File: config.mk
export PLATFORM = sky130hd
export DESIGN_NAME = tscr_top
export DESIGN_NICKNAME = d
export VERILOG_FILES = /design/src/tscr_pkg.sv /design/src/tscr_fq_if.sv /design/src/tscr_fault_queue.sv /design/src/tscr_top.sv
export SDC_FILE = /design/constraint.sdc
export NUM_CORES = 1
export LEC_CHECK = 0
export BUFFER_PORTS_ARGS = -buffer_cell sky130_fd_sc_hd__buf_4
export CAP_MARGIN = 20
export CORE_MARGIN = 3
export CORE_UTILIZATION = 45
export DETAILED_ROUTE_END_ITERATION = 6
export PLACE_DENSITY = 0.74
export SYNTH_ARGS = -nofsm -noshare
export SYNTH_HDL_FRONTEND = slang
export SYNTH_SLANG_ARGS = --single-unit
File: constraint.sdc
create_clock -name SYS_CLK_I -period 3.9 [get_ports SYS_CLK_I]
set_clock_uncertainty 0.15 [all_clocks]
set_input_delay 0 -clock SYS_CLK_I [delete_from_list [all_inputs] [get_ports SYS_CLK_I]]
set_output_delay 0 -clock SYS_CLK_I [all_outputs]
set_load 0.05 [all_outputs]
File: src/tscr_pkg.sv
// Constants, field layout, reset values and types of the sensor
// configuration and result block.
// Assumes a 200 MHz system clock and APB with 32-bit data.
package tscr_pkg;

	// ****************************************************************
	// Clock and timing
	// ****************************************************************
	localparam int CLK_HZ = 200_000_000;
	localparam int CYC_PER_MS = CLK_HZ / 1000;
	localparam int CONT_CONV_MS = 240;
	localparam int ONESHOT_CONV_MS = 240;
	localparam int SPS_CONV_MS = 60;
	localparam int SPS_PERIOD_MS = 1000;
	localparam int CONT_CONV_CYC = CONT_CONV_MS * CYC_PER_MS;
	localparam int ONESHOT_CONV_CYC = ONESHOT_CONV_MS * CYC_PER_MS;
	localparam int SPS_CONV_CYC = SPS_CONV_MS * CYC_PER_MS;
	localparam int SPS_PERIOD_CYC = SPS_PERIOD_MS * CYC_PER_MS;
	localparam int TMR_W = 28;

	// ****************************************************************
	// Register map: index, byte address is four times it
	// ****************************************************************
	localparam int ADDR_W = 8;
	localparam logic [5:0] IDX_CFG = 6'h01;
	localparam logic [5:0] IDX_RESULT = 6'h02;
	localparam logic [5:0] IDX_ID = 6'h03;
	localparam logic [5:0] IDX_CRIT = 6'h04;
	localparam logic [5:0] IDX_HYST = 6'h05;
	localparam logic [5:0] IDX_HIGH = 6'h06;
	localparam logic [5:0] IDX_LOW = 6'h07;

	// ****************************************************************
	// Configuration fields
	// ****************************************************************
	localparam int CFG_FQ_LSB = 0;
	localparam int CFG_CRIT_POL = 2;
	localparam int CFG_LIM_POL = 3;
	localparam int CFG_CMP_MODE = 4;
	localparam int CFG_MODE_LSB = 5;
	localparam int CFG_RES = 7;
	localparam int FLAG_LOW = 0;
	localparam int FLAG_HIGH = 1;
	localparam int FLAG_CRIT = 2;
	localparam int HYST_SHIFT = 7;

	// ****************************************************************
	// Reset values
	// ****************************************************************
	localparam logic [7:0] CFG_RST = 8'h00;
	localparam logic [15:0] RESULT_RST = 16'h0000;
	localparam logic [15:0] CRIT_RST = 16'h4980;
	localparam logic [7:0] HYST_RST = 8'h05;
	localparam logic [15:0] HIGH_RST = 16'h2000;
	localparam logic [15:0] LOW_RST = 16'h0500;
	// Identification values are arbitrary
	localparam logic [4:0] MFR_ID_DEF = 5'h0a;
	localparam logic [2:0] REV_ID_DEF = 3'h1;

	// ****************************************************************
	// Types
	// ****************************************************************
	typedef enum logic [1:0] {
		MODE_CONT = 2'b00,
		MODE_ONESHOT = 2'b01,
		MODE_SPS = 2'b10,
		MODE_SHUT = 2'b11
	} tscr_mode_t;

	typedef enum logic [1:0] {
		ST_IDLE = 2'b00,
		ST_CONV = 2'b01,
		ST_WAIT = 2'b11
	} tscr_state_t;

endpackage

File: src/tscr_fq_if.sv
// Signals between the top block and one fault queue.
// Assumes both ends run on the system clock.
`timescale 1ns/1ps
interface tscr_fq_if;
	logic done;
	logic over;
	logic release_ok;
	logic [1:0] need;
	logic active;
	modport queue (input done, input over, input release_ok, input need, output active);
	modport owner (output done, output over, output release_ok, output need, input active);
endinterface // tscr_fq_if

File: src/tscr_fault_queue.sv
// Fault queue: counts consecutive out-of-limit results per alarm.
// Assumes done is a one-cycle pulse per finished conversion.
`timescale 1ns/1ps
module tscr_fault_queue (
	// Clock and reset
	input wire logic clk_i,
	input wire logic rst_i,
	// Queue signals
	tscr_fq_if.queue fq
);
	logic [1:0] cnt_q;
	logic [1:0] cnt_d;
	logic active_q;
	logic active_d;
	wire reach = (cnt_q >= fq.need);
	wire cnt_sat = (cnt_q == 2'h3);

	// Restart on any result within the limits
	assign cnt_d = !fq.done ? cnt_q : (!fq.over ? 2'h0 : (cnt_sat ? cnt_q : cnt_q + 2'h1));
	assign active_d = (fq.done && fq.over && reach) ? 1'b1 :
		((fq.done && fq.release_ok) ? 1'b0 : active_q);
	assign fq.active = active_q;

	always_ff @(posedge clk_i) begin
		if (rst_i) begin
			cnt_q <= 2'h0;
			active_q <= 1'b0;
		end else begin
			cnt_q <= cnt_d;
			active_q <= active_d;
		end
	end

	// ****************************************************************
	// Checks
	// ****************************************************************
	AST_FQ_RISE: assert property (@(posedge clk_i) disable iff (rst_i)
		$rose(active_q) |-> $past(fq.done) && $past(fq.over) && $past(reach))
		else $error("alarm rose without enough faults");
	AST_FQ_RESTART: assert property (@(posedge clk_i) disable iff (rst_i)
		(fq.done && !fq.over) |=> (cnt_q == 2'h0))
		else $error("fault count not restarted");
endmodule // tscr_fault_queue

File: src/tscr_top.sv
// Configuration, result, limit and alarm logic of the temperature sensor.
// Assumes an APB master on the system clock and a converter front end
// that presents a 16-bit sample on the same clock.
`timescale 1ns/1ps
module tscr_top
	import tscr_pkg::*;
#(
	parameter int CONT_CYC = CONT_CONV_CYC,
	parameter int ONESHOT_CYC = ONESHOT_CONV_CYC,
	parameter int SPS_CONV_P = SPS_CONV_CYC,
	parameter int SPS_PERIOD_P = SPS_PERIOD_CYC
) (
	// Clock and reset
	input wire logic SYS_CLK_I,
	input wire logic RESET_I,
	// APB slave
	input wire logic PSEL_I,
	input wire logic PENABLE_I,
	input wire logic PWRITE_I,
	input wire logic [ADDR_W-1:0] PADDR_I,
	input wire logic [31:0] PWDATA_I,
	output logic PREADY_O,
	output logic [31:0] PRDATA_O,
	output logic PSLVERR_O,
	// Converter front end
	input wire logic [15:0] SAMPLE_I,
	output logic CONV_ACTIVE_O,
	output logic SHUTDOWN_O,
	// Alarm pins
	output logic CRIT_ALARM_O,
	output logic LIMIT_ALARM_O
);
	// ****************************************************************
	// Registers
	// ****************************************************************
	logic pready_q;
	logic pslverr_q;
	logic [31:0] prdata_q;
	logic [7:0] cfg_q;
	logic [15:0] result_q;
	logic [15:0] crit_q;
	logic [7:0] hyst_q;
	logic [15:0] high_q;
	logic [15:0] low_q;
	tscr_state_t state_q;
	tscr_state_t state_d;
	logic [TMR_W-1:0] tmr_q;
	logic [TMR_W-1:0] tmr_d;
	logic os_pend_q;
	logic crit_int_q;
	logic lim_int_q;
	logic crit_prev_q;
	logic lim_prev_q;
	logic crit_pin_q;
	logic lim_pin_q;
	logic conv_q;
	logic shut_q;

	tscr_fq_if crit_fq ();
	tscr_fq_if lim_fq ();

	// ****************************************************************
	// APB decode
	// ****************************************************************
	wire [5:0] idx = PADDR_I[ADDR_W-1:2];
	wire acc = PSEL_I && PENABLE_I && !pready_q;
	wire commit = PSEL_I && PENABLE_I && pready_q;
	wire wr = commit && PWRITE_I;
	wire rd = commit && !PWRITE_I;
	wire hit_cfg = (idx == IDX_CFG);
	wire hit_res = (idx == IDX_RESULT);
	wire hit_id = (idx == IDX_ID);
	wire hit_crit = (idx == IDX_CRIT);
	wire hit_hyst = (idx == IDX_HYST);
	wire hit_high = (idx == IDX_HIGH);
	wire hit_low = (idx == IDX_LOW);
	wire mapped = hit_cfg | hit_res | hit_id | hit_crit | hit_hyst | hit_high | hit_low;
	wire cfg_wr = wr && hit_cfg;
	wire res_rd = rd && hit_res;
	wire [7:0] id_val = {MFR_ID_DEF, REV_ID_DEF};
	wire [31:0] rdata = hit_cfg ? {24'h0, cfg_q} :
		hit_res ? {16'h0, result_q} :
		hit_id ? {24'h0, id_val} :
		hit_crit ? {16'h0, crit_q} :
		hit_hyst ? {24'h0, hyst_q} :
		hit_high ? {16'h0, high_q} :
		hit_low ? {16'h0, low_q} : 32'h0;

	// ****************************************************************
	// Configuration fields
	// ****************************************************************
	tscr_mode_t mode;
	assign mode = tscr_mode_t'(cfg_q[CFG_MODE_LSB +: 2]);
	wire res16 = cfg_q[CFG_RES];
	wire cmp_mode = cfg_q[CFG_CMP_MODE];
	wire [1:0] fq_need = cfg_q[CFG_FQ_LSB +: 2];
	wire os_wr = cfg_wr && (PWDATA_I[CFG_MODE_LSB +: 2] == MODE_ONESHOT);

	// ****************************************************************
	// Conversion sequencer
	// ****************************************************************
	wire tmr_zero = (tmr_q == '0);
	wire stop = (mode == MODE_SHUT);
	wire conv_done = (state_q == ST_CONV) && tmr_zero && !stop;
	wire start_ok = (mode == MODE_CONT) || (mode == MODE_SPS) || ((mode == MODE_ONESHOT) && os_pend_q);
	wire [TMR_W-1:0] len_cont = TMR_W'(CONT_CYC - 1);
	wire [TMR_W-1:0] len_os = TMR_W'(ONESHOT_CYC - 1);
	wire [TMR_W-1:0] len_sps = TMR_W'(SPS_CONV_P - 1);
	wire [TMR_W-1:0] len_rest = TMR_W'(SPS_PERIOD_P - SPS_CONV_P - 1);
	wire [TMR_W-1:0] len_start = (mode == MODE_CONT) ? len_cont :
		((mode == MODE_SPS) ? len_sps : len_os);
	wire start = (state_q == ST_IDLE) && start_ok;

	always_comb begin
		state_d = state_q;
		tmr_d = tmr_zero ? tmr_q : tmr_q - TMR_W'(1);
		case (state_q)
			ST_IDLE: begin
				if (start) begin
					state_d = ST_CONV;
					tmr_d = len_start;
				end
			end
			ST_CONV: begin
				if (stop) begin
					state_d = ST_IDLE;
				end else if (tmr_zero) begin
					if (mode == MODE_CONT) begin
						tmr_d = len_cont;
					end else if (mode == MODE_SPS) begin
						state_d = ST_WAIT;
						tmr_d = len_rest;
					end else begin
						state_d = ST_IDLE;
					end
				end
			end
			ST_WAIT: begin
				if (stop || mode != MODE_SPS) begin
					state_d = ST_IDLE;
				end else if (tmr_zero) begin
					state_d = ST_CONV;
					tmr_d = len_sps;
				end
			end
			default: begin
				state_d = ST_IDLE;
				tmr_d = '0;
			end
		endcase
	end

	// ****************************************************************
	// Limit comparison, values in 1/128 degree steps
	// ****************************************************************
	wire [15:0] t_cmp = res16 ? SAMPLE_I : {SAMPLE_I[15:3], 3'h0};
	wire signed [16:0] t_s = $signed({t_cmp[15], t_cmp});
	wire signed [16:0] crit_s = $signed({crit_q[15], crit_q});
	wire signed [16:0] high_s = $signed({high_q[15], high_q});
	wire signed [16:0] low_s = $signed({low_q[15], low_q});
	wire signed [16:0] hyst_s = $signed({6'h0, hyst_q[3:0], 7'h0});
	wire over_crit = t_s > crit_s;
	wire over_high = t_s > high_s;
	wire under_low = t_s < low_s;
	wire crit_rel = t_s <= (crit_s - hyst_s);
	wire lim_rel = (t_s <= (high_s - hyst_s)) && (t_s >= (low_s + hyst_s));
	wire [15:0] res_val = res16 ? SAMPLE_I :
		{SAMPLE_I[15:3], over_crit, over_high, under_low};

	assign crit_fq.done = conv_done;
	assign crit_fq.over = over_crit;
	assign crit_fq.release_ok = crit_rel;
	assign crit_fq.need = fq_need;
	assign lim_fq.done = conv_done;
	assign lim_fq.over = over_high || under_low;
	assign lim_fq.release_ok = lim_rel;
	assign lim_fq.need = fq_need;

	tscr_fault_queue u_crit_fq (
		.clk_i (SYS_CLK_I),
		.rst_i (RESET_I),
		.fq (crit_fq.queue)
	);

	tscr_fault_queue u_lim_fq (
		.clk_i (SYS_CLK_I),
		.rst_i (RESET_I),
		.fq (lim_fq.queue)
	);

	// ****************************************************************
	// Alarm pins
	// ****************************************************************
	wire crit_rise = crit_fq.active && !crit_prev_q;
	wire lim_rise = lim_fq.active && !lim_prev_q;
	wire crit_int_d = crit_rise || (crit_int_q && !res_rd);
	wire lim_int_d = lim_rise || (lim_int_q && !res_rd);
	wire crit_act = cmp_mode ? crit_fq.active : crit_int_q;
	wire lim_act = cmp_mode ? lim_fq.active : lim_int_q;
	wire crit_pin_d = cfg_q[CFG_CRIT_POL] ? crit_act : !crit_act;
	wire lim_pin_d = cfg_q[CFG_LIM_POL] ? lim_act : !lim_act;

	// ****************************************************************
	// Flip-flops
	// ****************************************************************
	always_ff @(posedge SYS_CLK_I) begin
		if (RESET_I) begin
			pready_q <= 1'b0;
			pslverr_q <= 1'b0;
			prdata_q <= 32'h0;
		end else begin
			pready_q <= acc;
			pslverr_q <= acc && !mapped;
			if (acc) begin
				prdata_q <= PWRITE_I ? 32'h0 : rdata;
			end
		end
	end

	always_ff @(posedge SYS_CLK_I) begin
		if (RESET_I) begin
			cfg_q <= CFG_RST;
			crit_q <= CRIT_RST;
			hyst_q <= HYST_RST;
			high_q <= HIGH_RST;
			low_q <= LOW_RST;
		end else if (wr) begin
			if (hit_cfg) cfg_q <= PWDATA_I[7:0];
			if (hit_crit) crit_q <= PWDATA_I[15:0];
			if (hit_hyst) hyst_q <= PWDATA_I[7:0];
			if (hit_high) high_q <= PWDATA_I[15:0];
			if (hit_low) low_q <= PWDATA_I[15:0];
		end
	end

	always_ff @(posedge SYS_CLK_I) begin
		if (RESET_I) begin
			result_q <= RESULT_RST;
		end else if (conv_done) begin
			result_q <= res_val;
		end
	end

	always_ff @(posedge SYS_CLK_I) begin
		if (RESET_I) begin
			state_q <= ST_IDLE;
			tmr_q <= '0;
			os_pend_q <= 1'b0;
		end else begin
			state_q <= state_d;
			tmr_q <= tmr_d;
			os_pend_q <= os_wr || (os_pend_q && !start);
		end
	end

	always_ff @(posedge SYS_CLK_I) begin
		if (RESET_I) begin
			crit_int_q <= 1'b0;
			lim_int_q <= 1'b0;
			crit_prev_q <= 1'b0;
			lim_prev_q <= 1'b0;
			crit_pin_q <= 1'b1;
			lim_pin_q <= 1'b1;
			conv_q <= 1'b0;
			shut_q <= 1'b0;
		end else begin
			crit_int_q <= crit_int_d;
			lim_int_q <= lim_int_d;
			crit_prev_q <= crit_fq.active;
			lim_prev_q <= lim_fq.active;
			crit_pin_q <= crit_pin_d;
			lim_pin_q <= lim_pin_d;
			conv_q <= (state_d == ST_CONV);
			shut_q <= (mode == MODE_SHUT);
		end
	end

	assign PREADY_O = pready_q;
	assign PSLVERR_O = pslverr_q;
	assign PRDATA_O = prdata_q;
	assign CONV_ACTIVE_O = conv_q;
	assign SHUTDOWN_O = shut_q;
	assign CRIT_ALARM_O = crit_pin_q;
	assign LIMIT_ALARM_O = lim_pin_q;

	// ****************************************************************
	// Checks
	// ****************************************************************
	AST_CRIT_PIN: assert property (@(posedge SYS_CLK_I) disable iff (RESET_I)
		(crit_act && !cfg_wr) |=> (CRIT_ALARM_O == $past(cfg_q[CFG_CRIT_POL])))
		else $error("critical pin not at active level");
	AST_LIM_PIN: assert property (@(posedge SYS_CLK_I) disable iff (RESET_I)
		(!lim_act && !cfg_wr) |=> (LIMIT_ALARM_O != $past(cfg_q[CFG_LIM_POL])))
		else $error("limit pin not at idle level");
	AST_INT_HOLD: assert property (@(posedge SYS_CLK_I) disable iff (RESET_I)
		(crit_int_q && !res_rd) |=> crit_int_q)
		else $error("interrupt latch dropped early");
	AST_CONT: assert property (@(posedge SYS_CLK_I) disable iff (RESET_I)
		(conv_done && mode == MODE_CONT) |=> (state_q == ST_CONV) && (tmr_q == len_cont))
		else $error("continuous mode did not restart");
	AST_ONESHOT: assert property (@(posedge SYS_CLK_I) disable iff (RESET_I)
		(conv_done && mode == MODE_ONESHOT) |=> (state_q == ST_IDLE))
		else $error("one-shot did not stop");
	AST_SPS: assert property (@(posedge SYS_CLK_I) disable iff (RESET_I)
		(conv_done && mode == MODE_SPS) |=> (state_q == ST_WAIT) && (tmr_q == len_rest))
		else $error("once-per-second wait not entered");
	AST_SHUT: assert property (@(posedge SYS_CLK_I) disable iff (RESET_I)
		(stop && !cfg_wr) |=> (state_q == ST_IDLE) ##1 SHUTDOWN_O)
		else $error("shutdown not honoured");
	AST_RES16: assert property (@(posedge SYS_CLK_I) disable iff (RESET_I)
		(conv_done && res16) |=> (result_q == $past(SAMPLE_I)))
		else $error("16-bit result wrong");
	AST_RO: assert property (@(posedge SYS_CLK_I) disable iff (RESET_I)
		(wr && hit_res && !conv_done) |=> $stable(result_q))
		else $error("result register was written");
	AST_FLAG_LOW: assert property (@(posedge SYS_CLK_I) disable iff (RESET_I)
		(conv_done && !res16 && !wr) |=>
		(result_q[FLAG_LOW] == ($signed({result_q[15:3], 3'h0}) < $signed(low_q))))
		else $error("low flag wrong");
	AST_FLAG_HIGH: assert property (@(posedge SYS_CLK_I) disable iff (RESET_I)
		(conv_done && !res16 && !wr) |=>
		(result_q[FLAG_HIGH] == ($signed({result_q[15:3], 3'h0}) > $signed(high_q))))
		else $error("high flag wrong");
	AST_FLAG_CRIT: assert property (@(posedge SYS_CLK_I) disable iff (RESET_I)
		(conv_done && !res16 && !wr) |=>
		(result_q[FLAG_CRIT] == ($signed({result_q[15:3], 3'h0}) > $signed(crit_q))))
		else $error("critical flag wrong");
	AST_APB_ANS: assert property (@(posedge SYS_CLK_I) disable iff (RESET_I)
		acc |=> PREADY_O ##1 !PREADY_O)
		else $error("bus answer not one cycle");

	COV_CRIT_ALARM: cover property (@(posedge SYS_CLK_I) disable iff (RESET_I)
		$rose(crit_fq.active));
	COV_ONESHOT: cover property (@(posedge SYS_CLK_I) disable iff (RESET_I)
		conv_done && mode == MODE_ONESHOT);
	COV_SPS_WAIT: cover property (@(posedge SYS_CLK_I) disable iff (RESET_I)
		state_q == ST_WAIT ##1 state_q == ST_CONV);
	COV_FLAG_READ: cover property (@(posedge SYS_CLK_I) disable iff (RESET_I)
		res_rd && !res16 && result_q[FLAG_HIGH]);
endmodule // tscr_top

Word level (Yosys, flattened, before mapping)
Index checks and enable logic that the tools add are counted.
Cells by class
  reductions and logical operators: 54
  $lt $le $gt $ge: 8
  $add $sub $neg: 6
  multiplexer cells: 41
  bitwise operators: 6
  eq/ne operators: 19
Operators by type and width (count)
  28-bit two-way mux: 8
  16-bit two-way mux: 8
  28-bit one-hot mux with 3 select lines: 1
  26-bit two-way mux: 2
  16-bit by 17-bit less-or-equal comparator with 1-bit output: 2
  16-bit by 12-bit subtractor with 17-bit output: 2
  16-bit > comparator: 2
  28-bit zero test: 1
  28-bit by 1-bit subtractor with 28-bit output, second input constant: 1
  1-bit logical AND: 25
  6-bit by 3-bit equality test with 1-bit output, second input constant: 4
  2-bit two-way mux: 11
  16-bit by 12-bit adder with 17-bit output: 1
  16-bit by 17-bit >= comparator with 1-bit output: 1
  16-bit less-than comparator: 1
  2-bit AND reduction: 7
  6-bit by 2-bit equality test with 1-bit output, second input constant: 2
  2-bit equality test, second input constant: 5
  1-bit zero test: 10
  2-bit by 1-bit equality test with 1-bit output, second input constant: 4
  1-bit two-way mux: 8
  1-bit logical OR: 7
  6-bit by 1-bit equality test with 1-bit output, second input constant: 1
  3-bit two-way mux: 2
  7 further kinds: 18
Storage, ports and cells
  output and inout bits: 38
  register bits after elaboration: 159
  logic and storage cells: 158
  input port bits: 61

Logic depth before layout (Yosys ltp)
Gate-level depths: netlist (run 1).
  word-level depth: 9
  depth in mapped cells: 17
  depth with buffers taken out: 17

By module
Synthesis (run 1) repeated with hierarchy kept, for this count alone.
Second synthesis, totals
  cell total of the unflattened synthesis: 1127
  area total of the unflattened synthesis: 9256.4 sq um
Modules (own cells, without submodules)
  tscr_top: area each 8891.0 sq um, seq. area each 2742.6 sq um, instances 1, cells each 1087
  tscr_fault_queue: area each 182.7 sq um, seq. area each 60.1 sq um, instances 2, cells each 20

Least setup slack after synthesis (run 1)
No wires, ideal clock.
  path type: register to register
  start point: register hyst_q[1]
  end point: register u_lim_fq.active_q (netlist: u_lim_fq.fq.active)
  setup time: 0.125 ns
  stages on the path, launching flop included: 14
  required time: 3.625 ns
  buffers on the path: 0
  arrival: 2.990 ns
  setup slack: 0.635 ns
  clock period less this slack: 3.265 ns
  path through: dfxtp_1 inv_1 ha_1 a21o_1 a21o_1 a211oi_1 a31oi_1 a21oi_1 ha_1 a21o_1 a2111oi_0 a21oi_1 o31ai_1 o21ai_1
On the way
  longest elaborated chain between the ends: 5
  elaborated cells on any way between the ends: 7
  those cells by class: add/sub (2); order compare (2); reduce/logical (3)
RTL lines
  start, declared: RTL line tscr_top.sv:42  | logic [7:0] hyst_q;
  start signal, assigned: RTL line tscr_top.sv:230  | if (hit_hyst) hyst_q <= PWDATA_I[7:0];
  16-bit by 12-bit subtractor with 17-bit output / 16-bit by 12-bit adder with 17-bit output (equally long branches): RTL line tscr_top.sv:166  | wire lim_rel = (t_s <= (high_s - hyst_s)) && (t_s >= (low_s + hyst_s));
  16-bit by 17-bit less-or-equal comparator with 1-bit output / 16-bit by 17-bit >= comparator with 1-bit output (equally long branches): RTL line tscr_top.sv:166
  1-bit logical AND *: RTL line tscr_top.sv:166
  1-bit logical AND *: RTL line tscr_fault_queue.sv:21  | ((fq.done && fq.release_ok) ? 1'b0 : active_q);
  2-bit nonzero test (no line) *
  end signal, assigned: RTL line tscr_fault_queue.sv:30  | active_q <= active_d;
  end, declared: RTL line tscr_fault_queue.sv:13  | logic active_q;
Every way passes the cells marked *; elsewhere a longest branch is shown, timed or not.
A chain may end at the register's enable or synchronous reset.

Worst setup path in the final report (run 1)
Ends and elaborated chain as after synthesis.

==> results of run 1 <==
==> power groups by stage <==
stage / clock (W) / combinational, W / sequential [W]
global route: 0.00173 / 0.000441 / 0.00150
floorplan: 0 / 0.000247 / 0.00153
finish: 0.00166 / 0.000405 / 0.00150
detailed placement: 0 / 0.000368 / 0.00153
global placement: 0 / 0.000364 / 0.00153
CTS: 0.00167 / 0.000399 / 0.00150
==> sequential cells by signal (all words and copies together) (netlist names), 8 cells and up <==
name	cells
result_q	16
high_q	16
tmr_q	28
low_q	16
hyst_q	8
crit_q	16
cfg_q	8
PRDATA_O	16
==> metal layers <==
metal	share of wire	vias to the layer above	wire, µm	track usage
met3	0.062	58	1670	0.0337
met2	0.47	318	12600	0.400
met1	0.43	4011	11600	0.319
li1	-	4146	-	-
met5	0	-	0	0
met4	0.043	0	1160	0.111
==> how the worst min path moves through the flow <==
stage / start / end
after CTS: PENABLE_I / PREADY_O
final: PENABLE_I / PREADY_O
after global routing: PENABLE_I / PREADY_O
after global placement: PWDATA_I[8] / low_q[8]
after floorplan: PWDATA_I[14] / crit_q[14]
after detailed placement: PWDATA_I[8] / low_q[8]
==> cell families after synthesis <==
kind of cell,after synthesis,share of synthesized area
DFF,143,0.310
xor gates and xnor gates,43,0.0408
muxes,47,0.0620
other,1,0.000407
AOI/OAI and AO/OA,269,0.179
adders and majority gates,102,0.141
buffers and inverters,141,0.0651
and+or+nand+nor,390,0.202
==> repair_timing <==
action	in CTS	in global routing
hold endpoints to repair	93	0
hold buffers	36	0
endpoints found under the setup margin	0	0
==> synth_stat cells (all sizes together) (4+ instances only) <==
master	n	share of area
a211o	12	0.011
a211oi	5	0.0041
a21o	17	0.014
a21oi	122	0.066
a222oi	5	0.0054
a22oi	9	0.0073
a31oi	6	0.0041
a32oi	4	0.0038
and2	5	0.0034
buf	27	0.019
clkbuf	41	0.017
dfxtp	143	0.31
ha	99	0.13
inv	73	0.030
mux2i	38	0.041
mux4	8	0.020
nand2	137	0.056
nand2b	13	0.0088
nand3	20	0.011
nand3b	5	0.0041
nand4	12	0.0081
nor2	103	0.042
nor2b	17	0.012
nor3	30	0.018
nor4	9	0.0077
o211ai	9	0.0073
o21a	6	0.0049
o21ai	47	0.026
o31ai	7	0.0057
or3	15	0.010
or4	8	0.0069
xnor2	34	0.032
xor2	9	0.0085
==> stage by stage <==
step | worst slack, ns | hold WS (ns)
after floorplan | 0.635 | -0.0322
after global placement | 0.516 | 0.0819
after detailed placement | 0.377 | 0.0852
after CTS | 0.339 | 0.00549
after global routing | 0.00288 | 0.0531
final | 0.270 | 0.0156
==> area by class of cell <==
cell class	count	area [µm²]
Multi-Input combinational cell	867	5820
Timing Repair Buffer	113	938
Sequential cell	143	2860
Clock buffer	19	443
Fill cell	1889	8960
Clock inverter	12	149
Inverter	73	274
Tap cell	265	332
==> critical path, cell delays in order, from the launching register on <==
cell and delay (ns):
dfxtp_1 0.39, inv_1 0.17, ha_1 0.33, a21o_1 0.18, a21o_1 0.20, a211oi_1 0.23
buf_4 0.17, a31oi_1 0.08, a21oi_1 0.13, ha_1 0.26, nand3_1 0.14, a21oi_1 0.06
a2111oi_0 0.42, a21oi_1 0.17, o31ai_1 0.33, o21ai_1 0.11
==> qor.csv, run 1 <==
stage,metric,value,unit
grt,vias in the first global route,7937,
power,Clk pwr share,0.465,
layout,layout cells sized above 1,0.102,
drt,Iteration-0 DRC Markers,818,
setup_path,critical setup path kind,reg2reg,
cts,Post-CTS Setup Bufs,0,
setup_path,r2r worst-path depth,15,
floorplan,full die area,22200,µm²
synth,"Avg Cell Area, Syn",8.12,µm²
drt,DR pass1 iterations,5,
placement,gpl congestion,0.973,
placement,DP HPWL,20700,µm
floorplan,DIE WIDTH,149,µm
floorplan,Initial Util,0.466,
placement,I/O Buffers,64,
setup_path,kind of end point of the critical path,register,
drt,via count,8533,
floorplan,core box area,19800,µm²
cts,CTS buffer count,17,
timing,Fin. Hold Viols,0,
timing,Final Setup Violations,0,
timing,Tcrit/Tclk final,0.931,
power,sequential share of power,0.422,
layout,Finished Core Util,0.547,
power,P_leak,4.19,nW
setup_path,Critical Path Source,hyst_q[1],
setup_path,crit path to,u_lim_fq.fq.active,
drt,residual DRC count,0,
power,Psw,0.000952,W
cts,H-tree depth,4,
layout,most frequent cells in the layout,"dfxtp_1, nand2_1, a21oi_1, nor2_1, ha_1",
synth,Async SR Flop Fraction,0,
power,pwr dens,329,nW/µm²
layout,design area,10800,µm²
synth,Ys Warns,0,
synth,sequential element share of the synthesized area,0.310,
cts,Resized Gates After CTS,0,
power,internal power,0.00261,W
timing,Relative slew margins,0.315,
layout,Layout area overhead,17.4,%
setup_path,Worst Path Required,4.06,ns
placement,"Cell Area, Placed",9860,µm²
drt,Avg WL per Cell,18.1,µm
setup_path,Crit Path Max Fanout,5,
outcome,status,finished clean,
power,Sw Share,0.267,
synth,Yosys reg bits,143,
power,maximum VDD drop,0.278,mV
timing,fin. max-slew vios,0,
grt,first-pass GRT wire length,42500,µm
cts,clk root buf,clkbuf_16,
cts,CTS tree,done,
synth,Syn Std Cell Area,9220,µm²
power,Total Power,0.00356,W
setup_path,worst reg2reg endpoint,u_lim_fq.fq.active,
setup_path,Setup crit start kind,register,
cts,Sink Count,143,
power,part of the power in combinational logic,0.114,
timing,TNS Setup,0,ns
timing,RSZ-0062 raised after global routing,no,
grt,largest net degree at the start of global routing,79,
layout,Nets,1378,
synth,Syn Inst Count,1136,
setup_path,CP arrival,3.79,ns
grt,total track usage,0.244,
cts,clock transition at the registers of the reported paths,0.07,ns
layout,Ant. Diodes,0,
timing,slew of the pin with the lowest slew margin,1.02,ns
cts,clock latency on the worst-skew pair,0.43,ns
grt,GRT overflow,0,
layout,"commonest non-fill, non-tap cell in the layout",dfxtp_1,
synth,number of synthesized flops with an enable pin,0,
drt,antenna-violating nets left,0,
drt,Post-Route WL,27000,µm
synth,dominant synthesized flop cell,dfxtp_1,
placement,dpl cells,1424,
timing,top achievable clock speed,0.276,GHz
setup_path,Worst R2R Setup Slack,0.27,ns
grt,initial antenna violation count,0,
floorplan,Rows,51,
cts,Clock Path Buffers,2,
drt,Via density,5.72,
layout,Non-Filler Instances,1492,
synth,Netlist cell types,69,
setup_path,Critical R2R Launch,hyst_q[1],
timing,Tmin final,3.63,ns
job,number of max-cap violations,0,
floorplan,Die Span Y,149,µm
floorplan,num ports,99,
hold_path,Min-Delay Path Class,in2reg,
hold_path,hold path depth,4,
(Power assumes the default switching activity.)
==> run 2: changes to the inputs <==
PLACE_DENSITY = 0.67   (was 0.74)
==> run 2 against run 1 <==
Compared with the run above: die area did not move; largest cell class unchanged; first-iteration DRC count fell by 3.3%; hold slack improved by 0.0063 ns; register-to-register slack improved by 0.10 ns; combinational power barely moved.
==> qor.csv, run 2 (same netlist as run 1, synthesis figures left out) <==
stage,metric,value,unit,change
outcome,status,finished clean,,
grt,largest net degree at the start of global routing,82,,+3.8%
timing,top achievable clock speed,0.284,GHz,+3.0%
floorplan,DIE WIDTH,149,µm,unchanged
cts,clock latency on the worst-skew pair,0.43,ns,about the same
placement,gpl congestion,0.935,,-3.9%
grt,total track usage,0.250,,+0.00597
layout,Layout area overhead,18.0,%,
drt,DR pass1 iterations,7,,+2
timing,Tmin final,3.53,ns,-0.104 ns
drt,Avg WL per Cell,18.3,µm,+0.83%
drt,Via density,5.67,,-0.83%
floorplan,Rows,51,,unchanged
layout,Ant. Diodes,0,,unchanged
hold_path,Worst Min Path Start,PADDR_I[6],,
timing,Final Setup Violations,0,,unchanged
floorplan,full die area,22200,µm²,unchanged
setup_path,Setup crit start kind,register,,
grt,GRT overflow,0,,unchanged
placement,I/O Buffers,64,,unchanged
layout,Nets,1383,,+0.36%
setup_path,Crit Path Max Fanout,5,,unchanged
setup_path,Worst Path Required,4.03,ns,-0.03 ns
setup_path,kind of end point of the critical path,register,,
layout,Finished Core Util,0.550,,+0.00272
setup_path,Critical Path Source,hyst_q[1],,
floorplan,num ports,99,,unchanged
setup_path,crit-path most repeated cell,a21o_1,,
grt,vias in the first global route,8044,,+1.3%
setup_path,Crit path largest cell delay,0.50,ns,+0.08 ns
power,P_leak,4.21,nW,+0.63%
cts,H-tree depth,4,,unchanged
setup_path,CP Cell Sequence,"inv_1, ha_1, a21o_1, a21o_1, a211oi_1, a31oi_1, a21oi_1, ha_1, a21o_1, a211oi_1, a31oi_1, o21ai_0, o31ai_1",,
cts,clock transition at the registers of the reported paths,0.07,ns,about the same
cts,Sink Count,143,,unchanged
layout,layout cells sized above 1,0.105,,+0.00356
cts,CTS buffer count,17,,unchanged
layout,"commonest non-fill, non-tap cell in the layout",dfxtp_1,,
timing,TNS Setup,0,ns,unchanged
layout,Largest Register,tmr_q,,
drt,Iteration-0 DRC Markers,791,,-3.3%
cts,CTS tree,done,,
floorplan,Die Span Y,149,µm,unchanged
hold_path,Min-Delay Path Class,in2reg,,
timing,slew of the pin with the lowest slew margin,0.899,ns,-0.124 ns
setup_path,buffers plus inverters on the worst setup path,1,,-1
timing,RSZ-0062 raised after global routing,no,,
placement,dpl cells,1427,,+0.21%
grt,initial antenna violation count,0,,unchanged
drt,residual DRC count,0,,unchanged
cts,Clock Path Buffers,2,,unchanged
timing,Relative slew margins,0.401,,+0.0853
timing,Fin. Hold Viols,0,,unchanged
setup_path,critical setup path kind,reg2reg,,
job,number of max-cap violations,0,,unchanged
drt,via count,8496,,-0.43%
setup_path,Critical R2R Launch,hyst_q[1],,
power,Total Power,0.00355,W,-0.32%
placement,DP HPWL,20900,µm,+0.83%
drt,antenna-violating nets left,0,,unchanged
layout,most frequent cells in the layout,"dfxtp_1, nand2_1, a21oi_1, nor2_1, ha_1",,
setup_path,Crit path max-delay family,compound AO/OA/AOI/OAI gates,,
setup_path,Crit-path slowest cell,a211oi_1,,
timing,fin. max-slew vios,0,,unchanged
floorplan,Initial Util,0.466,,unchanged
power,maximum VDD drop,0.277,mV,-0.26%
layout,Non-Filler Instances,1498,,+0.40%
layout,max reg flops,28,,unchanged
grt,first-pass GRT wire length,43600,µm,+2.6%
drt,Post-Route WL,27400,µm,+1.2%
cts,clk root buf,clkbuf_16,,
floorplan,core box area,19800,µm²,unchanged
setup_path,CP arrival,3.65,ns,-0.14 ns
power,pwr dens,326,nW/µm²,-0.81%
timing,Tcrit/Tclk final,0.904,,-0.0267
## run 2: what timing repair did
item,CTS,global route
hold buffers,39,0
resized for setup,0,0
hold endpoints to repair,91,0
setup buffers,0,0
## run 2: power breakdown
part | internal (W) | switching, W
clock | 0.000913 | 0.000734
sequential | 0.00148 | 0.0000204
combinational | 0.000157 | 0.000246
total | 0.00255 | 0.00100
## run 2: stage by stage
stage / area, µm² / setup WS, ns / hold WS, ns
after floorplan: 9280 / 0.635 / -0.0322
after global placement: 9880 / 0.429 / 0.0844
after detailed placement: 9890 / 0.389 / 0.0906
after CTS: 10900 / 0.354 / 0.00618
after global routing: 10900 / 0.0439 / 0.0450
final: 10900 / 0.375 / 0.0219
## run 2: worst register-to-register path, stage by stage (launching register included)
cell and delay (ns):
dfxtp_1 0.38, inv_1 0.17, ha_1 0.31, a21o_1 0.18, a21o_1 0.20, a211oi_1 0.50
a31oi_1 0.15, a21oi_1 0.15, ha_1 0.28, a21o_1 0.19, a211oi_1 0.23, a31oi_1 0.11
o21ai_0 0.26, o31ai_1 0.11
## run 2: routing by layer
| layer | vias up | GRT usage | wire length [µm] |
|---|---|---|---|
| met5 | - | 0 | 0 |
| li1 | 4171 | - | - |
| met3 | 44 | 0.0386 | 1790 |
| met2 | 301 | 0.409 | 12800 |
| met4 | 0 | 0.0851 | 732 |
| met1 | 3980 | 0.337 | 12000 |
## run 2: path summary, 6_finish.rpt
kind	end	slack, ns	depth (start not counted)
max reg2reg	u_crit_fq.fq.active	0.37	13
max	u_crit_fq.fq.active	0.37	13
min reg2reg	result_q[11]	0.31	2
min	PSLVERR_O	0.02	5
## run 2: area by class of cell
cell class / count / area, µm²
clock buffers: 17 / 425
clock inverters: 15 / 169
fillers: 1842 / 8910
inverters: 73 / 274
multi-input cells: 867 / 5830
flip-flops and latches: 143 / 2860
well taps: 265 / 332
repair buffers: 118 / 983
==> run 3: changes to the inputs <==
CORE_UTILIZATION = 50   (was 45)
PLACE_DENSITY = 0.73   (was 0.67)
clock period = 3.8 ns   (was 3.9 ns; I/O delays follow)
==> run 3 against run 2 <==
Compared with the run above: critical path depth stayed put; count of clock-buffer cells in the layout is 2 higher; combinational power is 4% higher; worst setup slack worse by 0.12 ns; first-iteration DRC count is 4.4% lower; cell count is 2.3% lower; largest cell class unchanged.
==> qor.csv, run 3 (same netlist as run 1, synthesis figures left out) <==
stage,metric,value,unit,change
hold_path,worst hold path endpoint,PSLVERR_O,,
grt,vias in the first global route,8073,,+0.36%
grt,first-pass GRT wire length,42200,µm,-3.2%
floorplan,full die area,20100,µm²,-9.6%
layout,Non-Filler Instances,1464,,-2.3%
cts,CTS buffer count,17,,unchanged
placement,dpl cells,1389,,-2.7%
timing,TNS Setup,0,ns,unchanged
setup_path,CP arrival,3.68,ns,+0.03 ns
cts,clk root buf,clkbuf_16,,
timing,Tcrit/Tclk final,0.932,,+0.0281
hold_path,Min-Delay Path Class,in2reg,,
drt,Post-Route WL,26900,µm,-1.6%
grt,largest net degree at the start of global routing,63,,-23%
floorplan,Rows,49,,-3.9%
timing,top achievable clock speed,0.282,GHz,-0.46%
cts,Clock Path Buffers,2,,unchanged
power,Psw,0.000975,W,-2.5%
floorplan,Initial Util,0.512,,+0.0454
hold_path,Worst Min Path Start,PADDR_I[7],,
setup_path,critical setup path kind,reg2reg,,
cts,H-tree depth,4,,unchanged
power,pwr dens,338,nW/µm²,+3.4%
power,sequential share of power,0.420,,-0.003
placement,I/O Buffers,64,,unchanged
drt,Iteration-0 DRC Markers,756,,-4.4%
drt,via count,8604,,+1.3%
floorplan,Die Span Y,142,µm,-4.9%
floorplan,num ports,99,,unchanged
layout,Ant. Diodes,0,,unchanged
layout,"commonest non-fill, non-tap cell in the layout",dfxtp_1,,
cts,CTS tree,done,,
layout,most frequent cells in the layout,"dfxtp_1, nand2_1, a21oi_1, nor2_1, ha_1",,
cts,clock latency on the worst-skew pair,0.42,ns,about the same
setup_path,r2r worst-path depth,13,,unchanged
outcome,status,finished clean,,
timing,Relative slew margins,0.379,,-0.0214
layout,Layout fillers,1563,,-15%
cts,clock transition at the registers of the reported paths,0.06,ns,about the same
power,part of the power in combinational logic,0.114,,about the same
drt,antenna-violating nets left,0,,unchanged
setup_path,Crit Path Max Fanout,5,,unchanged
timing,Final Hold Slack,0.0330,ns,+0.0111 ns
layout,Finished Core Util,0.603,,+0.0535
cts,Post-CTS Setup Bufs,0,,unchanged
floorplan,DIE WIDTH,142,µm,-4.9%
timing,fin. max-slew vios,0,,unchanged
setup_path,kind of end point of the critical path,register,,
hold_path,hold path depth,5,,unchanged
setup_path,Worst R2R Setup Slack,0.26,ns,-0.12 ns
drt,residual DRC count,0,,unchanged
drt,Avg WL per Cell,18.4,µm,+0.67%
layout,Nets,1385,,+0.14%
setup_path,worst reg2reg endpoint,u_lim_fq.fq.active,,
setup_path,Worst Path Required,3.94,ns,-0.09 ns
power,Total Power,0.00367,W,+3.4%
drt,Via density,5.88,,+3.6%
placement,gpl congestion,0.988,,+5.6%
job,number of max-cap violations,0,,unchanged
power,Clk pwr share,0.466,,+0.002
layout,Layout area overhead,17.9,%,about the same
layout,max reg flops,28,,unchanged
grt,total track usage,0.266,,+0.0161
setup_path,Setup crit start kind,register,,
drt,DR pass1 iterations,5,,-2
timing,slew of the pin with the lowest slew margin,0.928,ns,+0.0287 ns
power,P_leak,4.24,nW,+0.64%
layout,Largest Register,tmr_q,,
grt,initial antenna violation count,0,,unchanged
timing,RSZ-0062 raised after global routing,no,,
timing,Tmin final,3.54,ns,+0.0163 ns
setup_path,Critical R2R Launch,hyst_q[1],,
floorplan,core box area,18000,µm²,-8.9%
cts,Sink Count,143,,unchanged
power,Sw Share,0.265,,-0.0162
grt,GRT overflow,0,,unchanged
power,maximum VDD drop,0.322,mV,+16%
timing,Fin. Hold Viols,0,,unchanged
timing,Final Setup Violations,0,,unchanged
layout,layout cells sized above 1,0.106,,+0.000639
power,internal power,0.00270,W,+5.8%
placement,DP HPWL,20200,µm,-3.4%
==> run 3: power groups by stage <==
stage	clock network [W]	registers [W]	logic, W
floorplan	0	0.00157	0.000253
global placement	0	0.00157	0.000371
detailed placement	0	0.00157	0.000376
CTS	0.00173	0.00154	0.000412
global route	0.00180	0.00154	0.000455
finish	0.00171	0.00154	0.000419
==> run 3: cell type report <==
type                            count  area [µm²]  share of cell area
Multi-Input combinational cell    867        5840               0.537
Sequential cell                   143        2860               0.263
Timing Repair Buffer              120        1000              0.0923
Clock buffer                       19         453              0.0417
Tap cell                          229         287              0.0263
Inverter                           73         274              0.0252
Clock inverter                     13         153              0.0140
==> run 3: metal layers <==
metal,vias to the layer above,track usage,part of all wire
met5,-,0,0
met4,0,0.126,0.047
met3,69,0.0401,0.067
met2,339,0.427,0.46
met1,4033,0.352,0.42
li1,4163,-,-
==> run 3: timing repair <==
action | CTS | global route
endpoints found under the hold margin | 101 | 0
setup endpoints to repair | 0 | 3
gates resized for setup | 0 | 4
hold buffers | 42 | 0
==> run 3: worst max path at each step <==
stage	slack, ns	cells after the start	from	endpoint
after global placement	0.16	13	hyst_q[1]	u_lim_fq.fq.active
after floorplan	0.53	13	hyst_q[1]	u_lim_fq.fq.active
after detailed placement	0.07	13	hyst_q[1]	u_lim_fq.fq.active
after CTS	0.04	13	hyst_q[1]	u_lim_fq.fq.active
final	0.26	13	hyst_q[1]	u_lim_fq.fq.active
after global routing	0.07	15	hyst_q[0]	u_lim_fq.fq.active
==> run 3: critical path: stages (launching register included) <==
cell	delay, ns
dfxtp_1	0.38
inv_1	0.16
ha_1	0.32
a21o_1	0.18
a21o_1	0.23
a211oi_4	0.34
xnor2_1	0.17
ha_1	0.28
a21oi_1	0.17
a21oi_1	0.09
a2111oi_0	0.41
a21oi_1	0.15
o31ai_2	0.29
o21ai_1	0.11
==> run 3: stage by stage <==
step | setup WS, ns | area (µm²)
2_1_floorplan | 0.535 | 9280
3_3_place_gp | 0.164 | 9820
3_5_place_dp | 0.0677 | 9820
4_1_cts | 0.0366 | 10900
5_1_grt | 0.0679 | 10900
6_report | 0.258 | 10900
